### config.mk
export PLATFORM = sky130hd
export DESIGN_NAME = rf_converter_ctrl
export DESIGN_NICKNAME = d
export VERILOG_FILES = /design/src/rf_converter_ctrl.v /design/src/count_input_sync.v
export VERILOG_INCLUDE_DIRS = /design/src
export SDC_FILE = /design/constraint.sdc
export NUM_CORES = 1
export LEC_CHECK = 0
export ABC_CLOCK_PERIOD_IN_PS = 2920
export BUFFER_PORTS_ARGS = -buffer_cell sky130_fd_sc_hd__buf_2
export CAP_MARGIN = 10
export CORE_MARGIN = 5
export CORE_UTILIZATION = 30
export CTS_BUF_LIST = sky130_fd_sc_hd__clkbuf_16
export CTS_CLUSTER_SIZE = 20
export DETAILED_ROUTE_END_ITERATION = 10
export GPL_TIMING_DRIVEN = 0
export PLACE_DENSITY = 0.58
export SLEW_MARGIN = 20
export SYNTH_ARGS = -nofsm -noshare
export SYNTH_HDL_FRONTEND = slang
export SYNTH_HIERARCHICAL = 1
export SYNTH_SLANG_ARGS = --single-unit
### constraint.sdc
create_clock -name ref_clk -period 2.92 [get_ports ref_clk]
set_input_delay 0.146 -clock ref_clk [delete_from_list [all_inputs] [get_ports ref_clk]]
set_output_delay 0.146 -clock ref_clk [all_outputs]
set_load 0.1 [all_outputs]
### src/rfc_consts.vh
// Register indices, field positions and reset values of the converter
`ifndef RF_CONVERTER_CONSTS_VH
`define RF_CONVERTER_CONSTS_VH
`define IDX_CONVERTER_CONTROL 16'h53A0
`define IDX_OSC_TRIGGER 16'h53A2
`define IDX_MEASURE_LOW 16'h53A4
`define IDX_MEASURE_HIGH 16'h53A6
`define IDX_TIMEBASE_LOW 16'h53A8
`define IDX_TIMEBASE_HIGH 16'h53AA
`define IDX_INT_MASK 16'h53AC
`define IDX_INT_FLAG 16'h53AE
`define BIT_CONVERTER_ENABLE 0
`define BIT_EVENT_COUNT_MODE 6
`define BIT_CONTINUOUS_OSC 7
`define BIT_REFERENCE 0
`define BIT_SENSOR_A 1
`define BIT_SENSOR_B 2
`define BIT_MEASURE_OVF 3
`define BIT_TIMEBASE_OVF 4
`define COUNTER_RESET 24'h000000
`define COUNTER_MAX 24'hFFFFFF
`define FLAGS_RESET 5'h00
`define SYNC_STAGES 2
`endif

### src/rf_converter_ctrl.v
// Control, counters and register slave of the R/F converter
//
// Design decision made here: the Avalon-MM slave port.
`include "rfc_consts.vh"
module rf_converter_ctrl #(
  parameter CW = 24
) (
  input wire ref_clk,
  input wire rst,
  input wire [17:0] avs_address,
  input wire avs_read,
  input wire avs_write,
  input wire [31:0] avs_writedata,
  input wire [3:0] avs_byteenable,
  output reg [31:0] avs_readdata,
  output reg avs_waitrequest,
  input wire osc_feedback,
  input wire external_count_input,
  output reg reference_osc_drive_r,
  output reg sensor_a_osc_drive_r,
  output reg sensor_b_osc_drive_r,
  output reg event_count_mode_out_r,
  output reg interrupt_request_r
);
  // Control bits and trigger state
  reg converter_enable_r;
  reg event_count_mode_r;
  reg continuous_osc_enable_r;
  reg [2:0] trigger_r;
  reg [2:0] trigger_nxt;

  // Counters and their next values
  reg [CW-1:0] measure_counter_r;
  reg [CW-1:0] measure_nxt;
  reg [CW-1:0] timebase_counter_r;
  reg [CW-1:0] timebase_nxt;

  // Interrupt mask, flags and flag events
  reg [4:0] int_mask_r;
  reg [4:0] flags_r;
  reg [4:0] flags_nxt;
  reg [4:0] flag_set;

  // Bus decode and read path
  reg [15:0] read_mux;
  wire wr_go;
  wire [15:0] reg_index;
  wire [15:0] wr16;

  // Count events, stop conditions and drive
  wire osc_rise;
  wire ext_rise;
  wire count_pulse;
  wire running_ref;
  wire running_sens;
  wire measure_wrap;
  wire timebase_wrap;
  wire timebase_zero;
  wire [2:0] drive_nxt;
  genvar ch;

  // Bus index is the byte address divided by four
  assign reg_index = avs_address[17:2];
  assign wr_go = avs_write & ~avs_waitrequest;
  assign wr16 = avs_writedata[15:0];

  // Byte-lane merge of a 16-bit register
  function [15:0] merge16;
    input [15:0] old_v;
    input [15:0] new_v;
    input [1:0] be;
    begin
      merge16[7:0] = be[0] ? new_v[7:0] : old_v[7:0];
      merge16[15:8] = be[1] ? new_v[15:8] : old_v[15:8];
    end
  endfunction

  // Address match for a given register index
  function hit;
    input [15:0] idx;
    input [15:0] target;
    begin
      hit = (idx == target);
    end
  endfunction

  // Oscillator feedback pin
  count_input_sync u_osc_sync (
    .ref_clk(ref_clk),
    .rst(rst),
    .pin_in(osc_feedback),
    .rise_r(osc_rise)
  );

  // External event pin
  count_input_sync u_ext_sync (
    .ref_clk(ref_clk),
    .rst(rst),
    .pin_in(external_count_input),
    .rise_r(ext_rise)
  );

  // Count source follows the mode bit
  assign count_pulse = event_count_mode_r ? ext_rise : osc_rise;
  assign running_ref = trigger_r[`BIT_REFERENCE];
  assign running_sens = trigger_r[`BIT_SENSOR_A] | trigger_r[`BIT_SENSOR_B];
  assign measure_wrap = count_pulse & (measure_counter_r == `COUNTER_MAX);
  assign timebase_wrap = running_ref & (timebase_counter_r == `COUNTER_MAX);
  assign timebase_zero = running_sens & (timebase_counter_r == 24'h000001);

  // Oscillator drive per channel, idle in event mode
  generate
    for (ch = 0; ch < 3; ch = ch + 1) begin : g_drive
      assign drive_nxt[ch] = trigger_nxt[ch] & ~event_count_mode_r;
    end
  endgenerate

  // Counting, stop conditions and flag events
  always @* begin
    trigger_nxt = trigger_r;
    measure_nxt = measure_counter_r;
    timebase_nxt = timebase_counter_r;
    flag_set = 5'h00;
    // Count only while a trigger bit is set
    if (|trigger_r) begin
      // Measure counts input edges, timebase counts clocks
      if (count_pulse) begin
        measure_nxt = measure_counter_r + 24'h000001;
      end
      if (running_ref) begin
        timebase_nxt = timebase_counter_r + 24'h000001;
      end else begin
        timebase_nxt = timebase_counter_r - 24'h000001;
      end
      // Stop conditions only outside continuous mode
      if (!continuous_osc_enable_r) begin
        if (running_ref && measure_wrap) begin
          flag_set[`BIT_REFERENCE] = 1'b1;
          trigger_nxt = 3'h0;
        end else if (timebase_wrap) begin
          flag_set[`BIT_TIMEBASE_OVF] = 1'b1;
          trigger_nxt = 3'h0;
        end else if (running_sens && measure_wrap) begin
          flag_set[`BIT_MEASURE_OVF] = 1'b1;
          trigger_nxt = 3'h0;
        end else if (timebase_zero) begin
          flag_set[`BIT_SENSOR_A] = trigger_r[`BIT_SENSOR_A];
          flag_set[`BIT_SENSOR_B] = trigger_r[`BIT_SENSOR_B];
          trigger_nxt = 3'h0;
        end
      end
    end
    // Trigger writes act in every mode, only while enabled
    if (wr_go && avs_byteenable[0] && converter_enable_r &&
        hit(reg_index, `IDX_OSC_TRIGGER)) begin
      trigger_nxt = wr16[2:0];
    end
    // Counter writes win over counting
    if (wr_go && hit(reg_index, `IDX_MEASURE_LOW)) begin
      measure_nxt[15:0] = merge16(measure_counter_r[15:0], wr16,
                                  avs_byteenable[1:0]);
    end
    if (wr_go && avs_byteenable[0] && hit(reg_index, `IDX_MEASURE_HIGH)) begin
      measure_nxt[23:16] = wr16[7:0];
    end
    if (wr_go && hit(reg_index, `IDX_TIMEBASE_LOW)) begin
      timebase_nxt[15:0] = merge16(timebase_counter_r[15:0], wr16,
                                   avs_byteenable[1:0]);
    end
    if (wr_go && avs_byteenable[0] &&
        hit(reg_index, `IDX_TIMEBASE_HIGH)) begin
      timebase_nxt[23:16] = wr16[7:0];
    end
  end

  // Flags: write-one clears, a set in the same cycle wins
  always @* begin
    flags_nxt = flags_r;
    if (wr_go && avs_byteenable[0] && hit(reg_index, `IDX_INT_FLAG)) begin
      flags_nxt = flags_r & ~wr16[4:0];
    end
    flags_nxt = flags_nxt | flag_set;
  end

  // Read data mux, reserved bits as zero
  always @* begin
    read_mux = 16'h0000;
    case (reg_index)
      `IDX_CONVERTER_CONTROL: begin
        read_mux[`BIT_CONVERTER_ENABLE] = converter_enable_r;
        read_mux[`BIT_EVENT_COUNT_MODE] = event_count_mode_r;
        read_mux[`BIT_CONTINUOUS_OSC] = continuous_osc_enable_r;
      end
      `IDX_OSC_TRIGGER: begin
        read_mux[2:0] = trigger_r;
      end
      `IDX_MEASURE_LOW: begin
        read_mux = measure_counter_r[15:0];
      end
      `IDX_MEASURE_HIGH: begin
        read_mux[7:0] = measure_counter_r[23:16];
      end
      `IDX_TIMEBASE_LOW: begin
        read_mux = timebase_counter_r[15:0];
      end
      `IDX_TIMEBASE_HIGH: begin
        read_mux[7:0] = timebase_counter_r[23:16];
      end
      `IDX_INT_MASK: begin
        read_mux[4:0] = int_mask_r;
      end
      `IDX_INT_FLAG: begin
        read_mux[4:0] = flags_r;
      end
      default: begin
        read_mux = 16'h0000;
      end
    endcase
  end

  // Bus handshake: one wait cycle, then accept
  always @(posedge ref_clk or posedge rst) begin
    if (rst) begin
      avs_waitrequest <= 1'b1;
      avs_readdata <= 32'h00000000;
    end else begin
      if ((avs_read || avs_write) && avs_waitrequest) begin
        avs_waitrequest <= 1'b0;
        avs_readdata <= {16'h0000, read_mux};
      end else begin
        avs_waitrequest <= 1'b1;
      end
    end
  end

  // Control and mask registers
  always @(posedge ref_clk or posedge rst) begin
    if (rst) begin
      converter_enable_r <= 1'b0;
      event_count_mode_r <= 1'b0;
      continuous_osc_enable_r <= 1'b0;
      int_mask_r <= 5'h00;
    end else begin
      if (wr_go && avs_byteenable[0] &&
          hit(reg_index, `IDX_CONVERTER_CONTROL)) begin
        converter_enable_r <= wr16[`BIT_CONVERTER_ENABLE];
        event_count_mode_r <= wr16[`BIT_EVENT_COUNT_MODE];
        continuous_osc_enable_r <= wr16[`BIT_CONTINUOUS_OSC];
      end
      if (wr_go && avs_byteenable[0] && hit(reg_index, `IDX_INT_MASK)) begin
        int_mask_r <= wr16[4:0];
      end
    end
  end

  // Conversion state, counters, flags and outputs
  always @(posedge ref_clk or posedge rst) begin
    if (rst) begin
      trigger_r <= 3'h0;
      measure_counter_r <= `COUNTER_RESET;
      timebase_counter_r <= `COUNTER_RESET;
      flags_r <= `FLAGS_RESET;
      interrupt_request_r <= 1'b0;
      reference_osc_drive_r <= 1'b0;
      sensor_a_osc_drive_r <= 1'b0;
      sensor_b_osc_drive_r <= 1'b0;
      event_count_mode_out_r <= 1'b0;
    end else begin
      trigger_r <= trigger_nxt;
      measure_counter_r <= measure_nxt;
      timebase_counter_r <= timebase_nxt;
      flags_r <= flags_nxt;
      // Request follows the masked flags
      interrupt_request_r <= |(flags_nxt & int_mask_r);
      // Oscillator drive is idle in event mode
      reference_osc_drive_r <= drive_nxt[`BIT_REFERENCE];
      sensor_a_osc_drive_r <= drive_nxt[`BIT_SENSOR_A];
      sensor_b_osc_drive_r <= drive_nxt[`BIT_SENSOR_B];
      event_count_mode_out_r <= event_count_mode_r;
    end
  end
endmodule

### src/count_input_sync.v
// Two-flop synchroniser with rising edge pulse for a count input pin
module count_input_sync (
  input wire ref_clk,
  input wire rst,
  input wire pin_in,
  output reg rise_r
);
  reg meta_r;
  reg sync_r;
  reg last_r;

  // First flop feeds only the second
  always @(posedge ref_clk or posedge rst) begin
    if (rst) begin
      meta_r <= 1'b0;
      sync_r <= 1'b0;
      last_r <= 1'b0;
      rise_r <= 1'b0;
    end else begin
      meta_r <= pin_in;
      sync_r <= meta_r;
      last_r <= sync_r;
      rise_r <= sync_r & ~last_r;
    end
  end
endmodule

# Word level (Yosys, flattened, before mapping)
# Cells that the tools add are included.
# totals
reg_bits	94
in_bits	60
wordCells	125
# op_classes
n_addsub	3
eq_ne	15
n_mux	35
n_bitwise	18
reduce_logical	27
# ops
operator	count
$eq A16 B15 Y1 const B	8
$mux W24	4
$add A24 B1 Y24 const B	2
$eq A24 B24 Y1 const B	2
$mux W16	2
$mux W8	4
$eq A24 B1 Y1 const B	1
$mux W3	8
$sub A24 B1 Y24 const B	1
$pmux W8 S2	1
$mux W5	3
$pmux W2 S7	1
$logic_and A1 B1 Y1	13
$pmux W2 S6	1
$reduce_bool A2 Y1	6
$and A5 B5 Y5	2
$pmux W2 S5	1
$and A1 B1 Y1	9
$ne A2 B2 Y1 const B	4
$pmux W1 S8	1
$reduce_and A2 Y1	3
$reduce_and A3 Y1	2
$mux W1	5
$not A5 Y5	1
9 further kinds	13

# Depth between registers and ports, before layout
# Gate-level depths: netlist (run 1).
# logic_depth
ltp_word	11
ltp_mapped	9
ltp_nobuf	7

# Cells and area by module
# Netlist (run 1), hierarchy kept.
# modules_own_cells
mod	n_inst	cells_each	area_per_inst_um2	seq_area_each_um2
rf_converter_ctrl	1	668	5649.2	2153.3
count_input_sync	2	6	117.6	100.1

# Least setup slack after synthesis (run 1)
# OpenSTA, ideal clock, no wires.
# synth_timing
path_type	register to register
from	reg avs_waitrequest
to	reg measure_counter_r[12]
setup_ns	0.135
t_arrival_ns	2.021
required_ns	2.785
path_slack_ns	0.763
stages_incl_launch_ff	8
path_buffers	2
period_less_slack_ns	2.157
path_cell_list	dfstp_2 -> nand2b_1 -> or3_1 -> clkbuf_1 -> clkbuf_1 -> nand4_1 -> nand3_1 -> o211ai_1
# synth_between
elab_chain_cells	5
# synth_lines
element	line_no	text
start, declared	rf_converter_ctrl.v:16	output reg avs_waitrequest,
start signal, assigned	rf_converter_ctrl.v:224	avs_waitrequest <= 1'b1;
start signal, assigned	rf_converter_ctrl.v:228	avs_waitrequest <= 1'b0;
start signal, assigned	rf_converter_ctrl.v:231	avs_waitrequest <= 1'b1;
$not A1 Y1 (*)	rf_converter_ctrl.v:64	assign wr_go = avs_write & ~avs_waitrequest;
$and A1 B1 Y1 (*)	rf_converter_ctrl.v:64	
$logic_and A1 B1 Y1 (*)	rf_converter_ctrl.v:159	if (wr_go && hit(reg_index, `IDX_MEASURE_LOW)) begin
$ne A2 B2 Y1 (no line) / $reduce_bool A2 Y1 (equally long branches)	-	
$reduce_and A3 Y1 (no line)	-	
end signal, assigned	rf_converter_ctrl.v:260	measure_counter_r <= `COUNTER_RESET;
end signal, assigned	rf_converter_ctrl.v:270	measure_counter_r <= measure_nxt;
end, declared	rf_converter_ctrl.v:33	reg [CW-1:0] measure_counter_r;
# Every way passes the cells marked *; elsewhere a longest branch is shown, timed or not.
# A chain may end at the register's enable or synchronous reset.

# Worst setup path after layout (run 1)
# layout_timing
from	reg measure_counter_r[12]
to	reg interrupt_request_r
# layout_between
elab_chain_cells	11
# layout_lines
element	line_no	text
$eq A24 B24 Y1 (no line) (*)	-	
$and A1 B1 Y1 (*)	rf_converter_ctrl.v:107	assign measure_wrap = count_pulse & (measure_counter_r == `COUNTER_MAX);
$logic_and A1 B1 Y1	rf_converter_ctrl.v:143	end else if (running_sens && measure_wrap) begin
$mux W2 / $mux W1 (equally long branches)	rf_converter_ctrl.v:143	
$mux W3	rf_converter_ctrl.v:140	end else if (timebase_wrap) begin
$mux W4	rf_converter_ctrl.v:137	if (running_ref && measure_wrap) begin
$mux W5 (*)	rf_converter_ctrl.v:136	if (!continuous_osc_enable_r) begin
$mux W5 (*)	rf_converter_ctrl.v:125	if (|trigger_r) begin
$or A5 B5 Y5 (*)	rf_converter_ctrl.v:182	flags_nxt = flags_nxt | flag_set;
$and A5 B5 Y5 (*)	rf_converter_ctrl.v:274	interrupt_request_r <= |(flags_nxt & int_mask_r);
$reduce_or A5 Y1 (*)	rf_converter_ctrl.v:274	
end signal, assigned	rf_converter_ctrl.v:274	
end, declared	rf_converter_ctrl.v:23	output reg interrupt_request_r
# Marked as above.

==> results of run 1 <==
==> sequential cells by signal, summed over array words and instances (netlist names) <==
signal and flops:
u_osc_sync/last_r 1, avs_waitrequest 1, measure_counter_r 24, trigger_r 3
reference_osc_drive_r 1, u_osc_sync/meta_r 1, event_count_mode_out_r 1, u_ext_sync/sync_r 1
event_count_mode_r 1, timebase_counter_r 24, int_mask_r 5, interrupt_request_r 1
avs_readdata 16, u_ext_sync/last_r 1, u_ext_sync/meta_r 1, flags_r 5
u_osc_sync/sync_r 1, sensor_a_osc_drive_r 1, converter_enable_r 1, u_ext_sync/rise_r 1
continuous_osc_enable_r 1, u_osc_sync/rise_r 1, sensor_b_osc_drive_r 1
==> cell families (layout without fill, tap and decap cells) <==
group / Yosys count / after routing / synth area share
AOI/OAI and AO/OA: 182 / 182 / 0.2016
xor gates and xnor gates: 16 / 16 / 0.02381
adders and majority gates: 4 / 4 / 0.008506
buffers and inverters: 80 / 158 / 0.06613
DFF: 94 / 94 / 0.4000
muxes: 20 / 20 / 0.04146
other: 1 / 16 / 0.0006373
and+or+nand+nor: 283 / 283 / 0.2579
==> repair_timing <==
item | in CTS | in global routing
hold buffers | 3 | 0
buffers inserted | 0 | 0
endpoints found under the hold margin | 43 | 0
==> through the flow <==
stage / area, um^2 / hold slack [ns] / TNS (ns) / setup slack, ns / total power [mW]
after CTS: 6940 / 0.04393 / 0 / 0.3301 / 3.323
final: 6940 / 0.06128 / 0 / 0.2668 / 3.306
after global routing: 6940 / 0.05734 / 0 / 0.1447 / 3.440
after floorplan: 5941 / -0.08792 / 0 / 0.5538 / 1.858
after detailed placement: 6595 / 0.08447 / 0 / 0.2972 / 2.040
after global placement: 6563 / 0.04745 / -70.43 / -0.8383 / 2.028
==> area by class of cell <==
| class | count | area (um^2) | area share |
|---|---|---|---|
| inverter | 20 | 80.08 | 0.01154 |
| timing repair buffer | 62 | 347.8 | 0.05012 |
| clock buffer | 9 | 225.2 | 0.03245 |
| sequential | 94 | 2354 | 0.3391 |
| tap | 265 | 331.6 | 0.04777 |
| buffer | 60 | 314.1 | 0.04525 |
| multi-input combinational | 521 | 3198 | 0.4608 |
| clock inverter | 7 | 90.09 | 0.01298 |
==> Yosys cell counts (5+ instances only) <==
master and n:
nand2_1 68, and4_1 5, inv_1 20, clkbuf_1 33, buf_4 18, or3_1 5
buf_2 5, a22o_1 5, and3_1 15, a22oi_1 14, nor2b_1 6, o22ai_1 8
nand2b_1 6, nor4_1 15, nand4_1 25, nor2_1 57, a211o_1 6, a31oi_1 8
mux2_2 15, a21oi_1 49, o21ai_0 40, o211ai_1 5, nor3_1 17, and2_1 6
a211oi_1 6, o31ai_1 5, dfrtp_1 93, or4_1 7, nand3_1 26, xnor2_1 12
==> power breakdown <==
part	leakage (nW)	total, mW	internal (mW)	switching, mW
Clock	0.147	1.28	0.744	0.534
Sequential	1.13	1.52	1.38	0.142
Combinational	1.56	0.504	0.155	0.349
Total	2.83	3.31	2.28	1.02
==> worst min-delay path by stage <==
| stage | startpoint | end | slack [ns] | cells after the start |
|---|---|---|---|---|
| 2_1_floorplan | rst | u_ext_sync/last_r$_DFF_PP0_ | -0.09 | 1 |
| 3_3_place_gp | rst | u_ext_sync/meta_r$_DFF_PP0_ | 0.05 | 2 |
| 3_5_place_dp | rst | u_osc_sync/meta_r$_DFF_PP0_ | 0.08 | 2 |
| 4_1_cts | avs_writedata[10] | measure_counter_r[10]$_DFFE_PP0P_ | 0.04 | 3 |
| 5_1_grt | avs_writedata[10] | measure_counter_r[10]$_DFFE_PP0P_ | 0.06 | 3 |
| 6_report | avs_writedata[10] | measure_counter_r[10]$_DFFE_PP0P_ | 0.06 | 3 |
==> worst reg2reg max path, cell delays in order (launching register included) <==
cell and delay, ns:
dfrtp_1 0.32, clkbuf_1 0.32, nand4_1 0.35, nor4_1 0.38, nand4_1 0.34, or2_2 0.40, a211oi_1 0.25, nand4_1 0.16
==> metal layers <==
| metal | track usage | share of wire | wire [um] | vias to the layer above |
|---|---|---|---|---|
| li1 | - | - | - | 2677 |
| met1 | 0.2578 | 0.46 | 9347 | 2860 |
| met2 | 0.2784 | 0.45 | 9103 | 228 |
| met3 | 0.03150 | 0.065 | 1319 | 37 |
| met4 | 0.07091 | 0.028 | 562 | 0 |
| met5 | 0 | 0 | 0 | - |
==> results.yml, run 1 <==
status:
  status: "finished clean"
placement:
  io_buffers: 58
  dp_cells: 1019
  dp_hpwl_mm: 15.28
  gp_congestion: 0.9440
drt:
  antenna_left: 0
  drt-initial-drc-count: 513
  post_drt_wl_per_cell_um: 19.59
  drt_first_pass_iters: 5
  vias: 5802
  wl_mm: 20.33
  drc: 0
  viasPerCell: 5.590
final_layout:
  layout_common_cells: "dfrtp_1, nand2_1, buf_2, nor2_1, a21oi_1"
  fillers: 2041
  syn2layout_area_growth_pct: 17.95
  drive_gt1_frac: 0.1721
  layout_commonest_cell: "dfrtp_1"
  final_util: 0.3578
  final_cells: 1038
  n_antenna_cell: 0
  layout.nets: 832
logic_synthesis:
  syn_area_mm2: 0.005884
  yosysTopAreaCellShare: 0.3955
  ys_types: 72
  synthArstFlopShare: 1.000
  synth_edf_count: 0
  yosysSeqAreaShare: 0.4000
  synth-main-ff-cell: "dfrtp_1"
  yosysTopAreaCell: "dfrtp_1"
  postSynthCellCount: 680
  synth_seq_cells: 94
  ys_top_cells_by_area: "dfrtp_1, nand2_1, a21oi_1"
  synth.yosys.warnings: 6
  avgSynthCellArea_um2: 8.654
timing:
  period_minus_slack_ns: 2.653
  hold_viol_final: 0
  period_share: 0.9086
  rsz0062_at_grt: "no"
  maxSlewViolCount: 0
  finalSetupViolations: 0
  fin_worst_skew_ns: 0.009762
  relSlewSlack: 0.2731
  fmax_ghz: 0.3769
  worst_pin_slew_ns: 1.080
clock_tree:
  root_buffer: "clkbuf_16"
  insertion_delay_ns: 0.36
  cts-resized-gates: 0
  clk_pin_slew_ns: 0.07
  clockBufferDepth: 2
  cts.htree.levels: 3
  cts_buffers: 9
  cts_tree: "done"
  clock-sinks: 94
die:
  coreArea_mm2: 0.01940
  chipHeight_um: 150.1
  dieArea_mm2: 0.02252
  pin_count: 98
  initial_core_util: 0.3033
  die_w_um: 150.1
  rows: 51
global_route:
  grt_antenna_before_repair: 0
  grt_pass1_wl_mm: 31.67
  gr-total-overflow: 0
  grt.total_usage: 0.1827
  grt_pass1_vias: 5503
  grt_max_degree: 54
worst_setup_path:
  crit_slowest_cell: "or2_2"
  end_kind: "flop"
  cp-startpoint: "measure_counter_r[12]$_DFFE_PP0P_"
  cp_max_fo: 8
  worst_path_most_repeated_cell: "nand4_1"
  path_delay_family: "simple AND/OR/NAND/NOR gates"
  crit_cells: 7
  rrSetupSlack_ns: 0.27
  crit_buf_inv: 1
  required_ns: 3.14
  crit_path_start_kind: "flop"
  endpoint: "interrupt_request_r$_DFF_PP0_"
  cp_cell_sequence: "clkbuf_1 -> nand4_1 -> nor4_1 -> nand4_1 -> or2_2 -> a211oi_1 -> nand4_1"
  timing.rr.start: "measure_counter_r[12]$_DFFE_PP0P_"
  path_class: "reg2reg"
  worstRegToRegCells: 7
  arrival_ns: 2.87
  slowest_delay_ns: 0.40
  r2r_end: "interrupt_request_r$_DFF_PP0_"
power:
  power.leakage_nw: 2.832
  power_density_mw_per_mm2: 476.3
  peakVddDrop_uv: 375.7
run:
  drv_cap: 0
worst_hold_path:
  hold_path_class: "in2reg"
Power figures use the tool's default switching activity.
==> inputs of run 2 (changes only) <==
- GPL_TIMING_DRIVEN: 0 -> not set
==> results.yml, run 2 (same netlist as run 1, synthesis figures left out) <==
status:
  status: "finished clean"
drt:
  viasPerCell: 5.569
  drt-initial-drc-count: 503
  drc: 0
  antenna_left: 0
  drt_first_pass_iters: 5
  post_drt_wl_per_cell_um: 19.26
  vias: 5575
  wl_mm: 19.28
worst_setup_path:
  path_class: "reg2reg"
  crit_path_start_kind: "flop"
  crit_slowest_cell: "or4_4"
  cp_cell_sequence: "or4_4 -> nor4_4 -> buf_4 -> a32o_1 -> a211oi_1 -> a211o_1"
  arrival_ns: 2.72
  required_ns: 3.16
  slowest_delay_ns: 0.63
  end_kind: "flop"
  cp_max_fo: 10
global_route:
  gr-total-overflow: 0
  grt.total_usage: 0.1714
  grt_antenna_before_repair: 1
  grt_pass1_vias: 5183
  grt_max_degree: 87
  grt_pass1_wl_mm: 29.80
power:
  power.leakage_nw: 2.772
  peakVddDrop_uv: 290.6
  power_density_mw_per_mm2: 464.8
clock_tree:
  clk_pin_slew_ns: 0.07
  clockBufferDepth: 2
  root_buffer: "clkbuf_16"
  insertion_delay_ns: 0.35
  cts.htree.levels: 3
  clock-sinks: 94
  cts_buffers: 9
  cts-resized-gates: 0
  cts_tree: "done"
final_layout:
  final_cells: 1001
  top_regs: "measure_counter_r: 24 flops, timebase_counter_r: 24 flops, avs_readdata: 16 flops"
  layout.nets: 795
  drive_gt1_frac: 0.1807
  layout_common_cells: "dfrtp_1, nand2_1, buf_2, nor2_1, a21oi_1"
  syn2layout_area_growth_pct: 14.97
  n_antenna_cell: 0
  final_util: 0.3487
  layout_commonest_cell: "dfrtp_1"
die:
  initial_core_util: 0.3033
  rows: 51
  coreArea_mm2: 0.01940
  die_w_um: 150.1
  chipHeight_um: 150.1
  pin_count: 98
  dieArea_mm2: 0.02252
timing:
  fin_setup_tns_ns: 0
  hold_viol_final: 0
  relSlewSlack: 0.4427
  rsz0062_at_grt: "no"
  maxSlewViolCount: 0
  period_share: 0.8502
  worst_pin_slew_ns: 0.8288
  holdWs_ns: 0.07097
  finalSetupViolations: 0
  fin_worst_skew_ns: 0.01102
  fmax_ghz: 0.4028
  period_minus_slack_ns: 2.483
placement:
  gp_congestion: 0.9431
  dp_hpwl_mm: 14.31
  dp_cells: 982
  io_buffers: 61
run:
  drv_cap: 0
worst_hold_path:
  hold_path_class: "in2reg"
## run 2: cell count changes in the layout (fill, tap and decap cells not counted), moves of 2 or more
cell        previous run  this run
clkbuf_1              33         0
clkinv_2               0         3
clkinvlp_4             3         0
buf_1                  2         0
buf_2                 63        61
buf_4                 18        20
buf_6                  2         0
## run 2: layout make-up
class	instances	area (um^2)
Tap cell	265	331.6
Clock inverter	7	60.06
Timing Repair Buffer	85	505.5
Multi-Input combinational cell	521	3213
Clock buffer	9	225.2
Sequential cell	94	2354
Inverter	20	76.32
Fill cell	2051	12630
## run 2: repair_timing
item	in CTS	in global routing
setup endpoints to repair	0	0
hold endpoints to repair	95	0
setup buffers	0	0
hold buffers	3	0
## run 2: metrics by stage
stage / total power [mW] / instance area (um^2) / worst slack, ns
floorplan: 1.858 / 5941 / 0.5538
global placement: 1.996 / 6450 / 0.5286
detailed placement: 2.000 / 6450 / 0.5145
CTS: 3.177 / 6765 / 0.4888
global route: 3.280 / 6765 / 0.3490
finish: 3.145 / 6765 / 0.4373
## run 2: power by group
group / switching (mW) / total [mW] / leakage (nW) / internal, mW
combinational: 0.324 / 0.458 / 1.50 / 0.135
clock: 0.508 / 1.16 / 0.149 / 0.653
sequential: 0.143 / 1.53 / 1.13 / 1.38
total: 0.975 / 3.14 / 2.77 / 2.17
## run 2: path summary, 6_finish.rpt
kind / startpoint / end / slack [ns] / cells past startpoint
max in group asynchronous: rst / avs_waitrequest$_DFF_PP1_ / 2.06 / 4
setup reg to reg: timebase_counter_r[7]$_DFFE_PP0P_ / timebase_counter_r[23]$_DFFE_PP0P_ / 0.44 / 6
hold reg to reg: u_osc_sync/meta_r$_DFF_PP0_ / u_osc_sync/sync_r$_DFF_PP0_ / 0.35 / 0
setup / recovery: timebase_counter_r[7]$_DFFE_PP0P_ / timebase_counter_r[23]$_DFFE_PP0P_ / 0.44 / 6
hold / removal: avs_writedata[10] / measure_counter_r[10]$_DFFE_PP0P_ / 0.07 / 3
min in group asynchronous: rst / u_ext_sync/meta_r$_DFF_PP0_ / 0.24 / 3
## run 2: routing by layer
layer / wire (um) / vias to the layer above / GRT usage
met1: 8998 / 2711 / 0.2486
met5: 7 / - / 0
li1: - / 2599 / -
met2: 8631 / 238 / 0.2622
met4: 316 / 2 / 0.04620
met3: 1326 / 25 / 0.03089
## run 2: worst max-delay path: cells and delay by family (launching register included)
family / cells / cell delay (ns)
buffers and inverters: 1 / 0.22
flip-flops: 1 / 0.50
AND/OR/NAND/NOR: 2 / 0.91
AO/OA/AOI/OAI: 3 / 0.74
==> inputs of run 3 (changes only) <==
- CORE_ASPECT_RATIO: not set -> 0.9
==> results.yml, run 3 (same netlist as run 1, synthesis figures left out) <==
timing:
  maxSlewViolCount: 0
  fmax_ghz: 0.3867
  fin_setup_tns_ns: 0
  period_share: 0.8856
  holdWs_ns: 0.06903
  rsz0062_at_grt: "no"
  hold_viol_final: 0
  period_minus_slack_ns: 2.586
  fin_worst_skew_ns: 0.007373
  worst_pin_slew_ns: 0.8596
  relSlewSlack: 0.4220
  finalSetupViolations: 0
worst_setup_path:
  required_ns: 3.15
  arrival_ns: 2.82
  path_class: "reg2reg"
  end_kind: "flop"
  crit_path_start_kind: "flop"
  cp_max_fo: 10
drt:
  viasPerCell: 5.718
  drt_first_pass_iters: 5
  post_drt_wl_per_cell_um: 19.84
  wl_mm: 19.55
  antenna_left: 0
  drt-initial-drc-count: 680
  drc: 0
  vias: 5632
final_layout:
  layout_commonest_cell: "dfrtp_1"
  finalInstanceArea_mm2: 0.006726
  drive_gt1_frac: 0.1823
  syn2layout_area_growth_pct: 14.31
  n_antenna_cell: 0
  top_regs: "measure_counter_r: 24 flops, timebase_counter_r: 24 flops, avs_readdata: 16 flops"
  layout_common_cells: "dfrtp_1, nand2_1, buf_2, nor2_1, a21oi_1"
  layout.nets: 795
power:
  power_frac_seq: 0.494
  p_comb_frac: 0.150
  switching_power_mw: 0.9977
  power.leakage_nw: 2.742
  power_frac_clock: 0.356
  p_int_mw: 2.086
  power_density_mw_per_mm2: 458.5
  switching_share: 0.3235
  peakVddDrop_uv: 267.5
  p_total_mw: 3.084
placement:
  dpl-instance-area_mm2: 0.006431
  io_buffers: 61
  dp_hpwl_mm: 14.74
  gp_congestion: 0.9279
global_route:
  grt_max_degree: 51
  grt_pass1_wl_mm: 30.41
  grt_antenna_before_repair: 0
  grt.total_usage: 0.1742
  grt_pass1_vias: 5287
  gr-total-overflow: 0
clock_tree:
  cts_buffers: 9
  insertion_delay_ns: 0.36
  clockBufferDepth: 2
  post-cts-setup-buffers: 0
  clock-sinks: 94
  cts_tree: "done"
  clk_pin_slew_ns: 0.07
  cts.htree.levels: 3
  cts-resized-gates: 0
  root_buffer: "clkbuf_16"
die:
  coreArea_mm2: 0.01922
  chipHeight_um: 142.9
  initial_core_util: 0.3062
  die_w_um: 157.6
  pin_count: 98
  dieArea_mm2: 0.02252
  rows: 48
run:
  drv_cap: 0
status:
  status: "finished clean"
worst_hold_path:
  hold_path_class: "in2reg"
-- run 3: cell types whose count changed in the layout (fill, tap and decap cells not counted), sizes merged --
cell      change
clkinv        -1
bufinv        -1
clkinvlp      +3
inv           -2
-- run 3: per-layer routing --
metal | wire length [um] | GRT usage | vias up
li1 | - | - | 2614
met1 | 9209 | 0.2681 | 2699
met5 | 0 | 0 | -
met4 | 412 | 0.05070 | 0
met3 | 1945 | 0.04091 | 32
met2 | 7977 | 0.2405 | 287
-- run 3: path summary, 6_finish.rpt --
kind / start / end / slack [ns] / cells after the start
worst max-delay path: timebase_counter_r[7]$_DFFE_PP0P_ / sensor_b_osc_drive_r$_DFF_PP0_ / 0.33 / 6
worst min-delay path: avs_writedata[10] / measure_counter_r[10]$_DFFE_PP0P_ / 0.07 / 3
worst max register to register: timebase_counter_r[7]$_DFFE_PP0P_ / sensor_b_osc_drive_r$_DFF_PP0_ / 0.33 / 6
worst min register to register: u_ext_sync/meta_r$_DFF_PP0_ / u_ext_sync/sync_r$_DFF_PP0_ / 0.35 / 0
max in group asynchronous: rst / avs_waitrequest$_DFF_PP1_ / 1.72 / 4
min in group asynchronous: rst / u_ext_sync/meta_r$_DFF_PP0_ / 0.23 / 3
-- run 3: per-stage QoR --
step | setup WS, ns | cells | util
finish | 0.3341 | 985 | 0.3500
global route | 0.2606 | 985 | 0.3500
CTS | 0.4189 | 985 | 0.3500
detailed placement | 0.4566 | 967 | 0.3346
global placement | 0.4394 | 967 | 0.3346
floorplan | 0.5538 | 695 | -
-- run 3: power by group through the flow --
stage	Combinational (mW)	Clock, mW	Sequential, mW
floorplan	0.344	0	1.51
global placement	0.454	0	1.55
detailed placement	0.455	0	1.55
CTS	0.460	1.12	1.52
global route	0.504	1.17	1.54
finish	0.462	1.10	1.52
-- run 3: what timing repair did --
item,in CTS,in global routing
setup endpoints to repair,0,0
hold buffers,3,0
hold endpoints to repair,46,0
-- run 3: worst max-delay path, cell delays in order (launching register included) --
cell     delay, ns
dfrtp_1       0.49
or4_4         0.62
nor4_4        0.40
nand4_1       0.22
a31oi_1       0.43
o21ai_1       0.15
nor2b_1       0.15
-- run 3: final cells by class --
type	instances	area, um^2
clock buffer	9	225.2
clock inverter	6	40.04
fill	1974	12490
inverter	20	76.32
multi-input combinational	521	3213
sequential	94	2354
tap	250	312.8
timing repair buffer	85	505.5
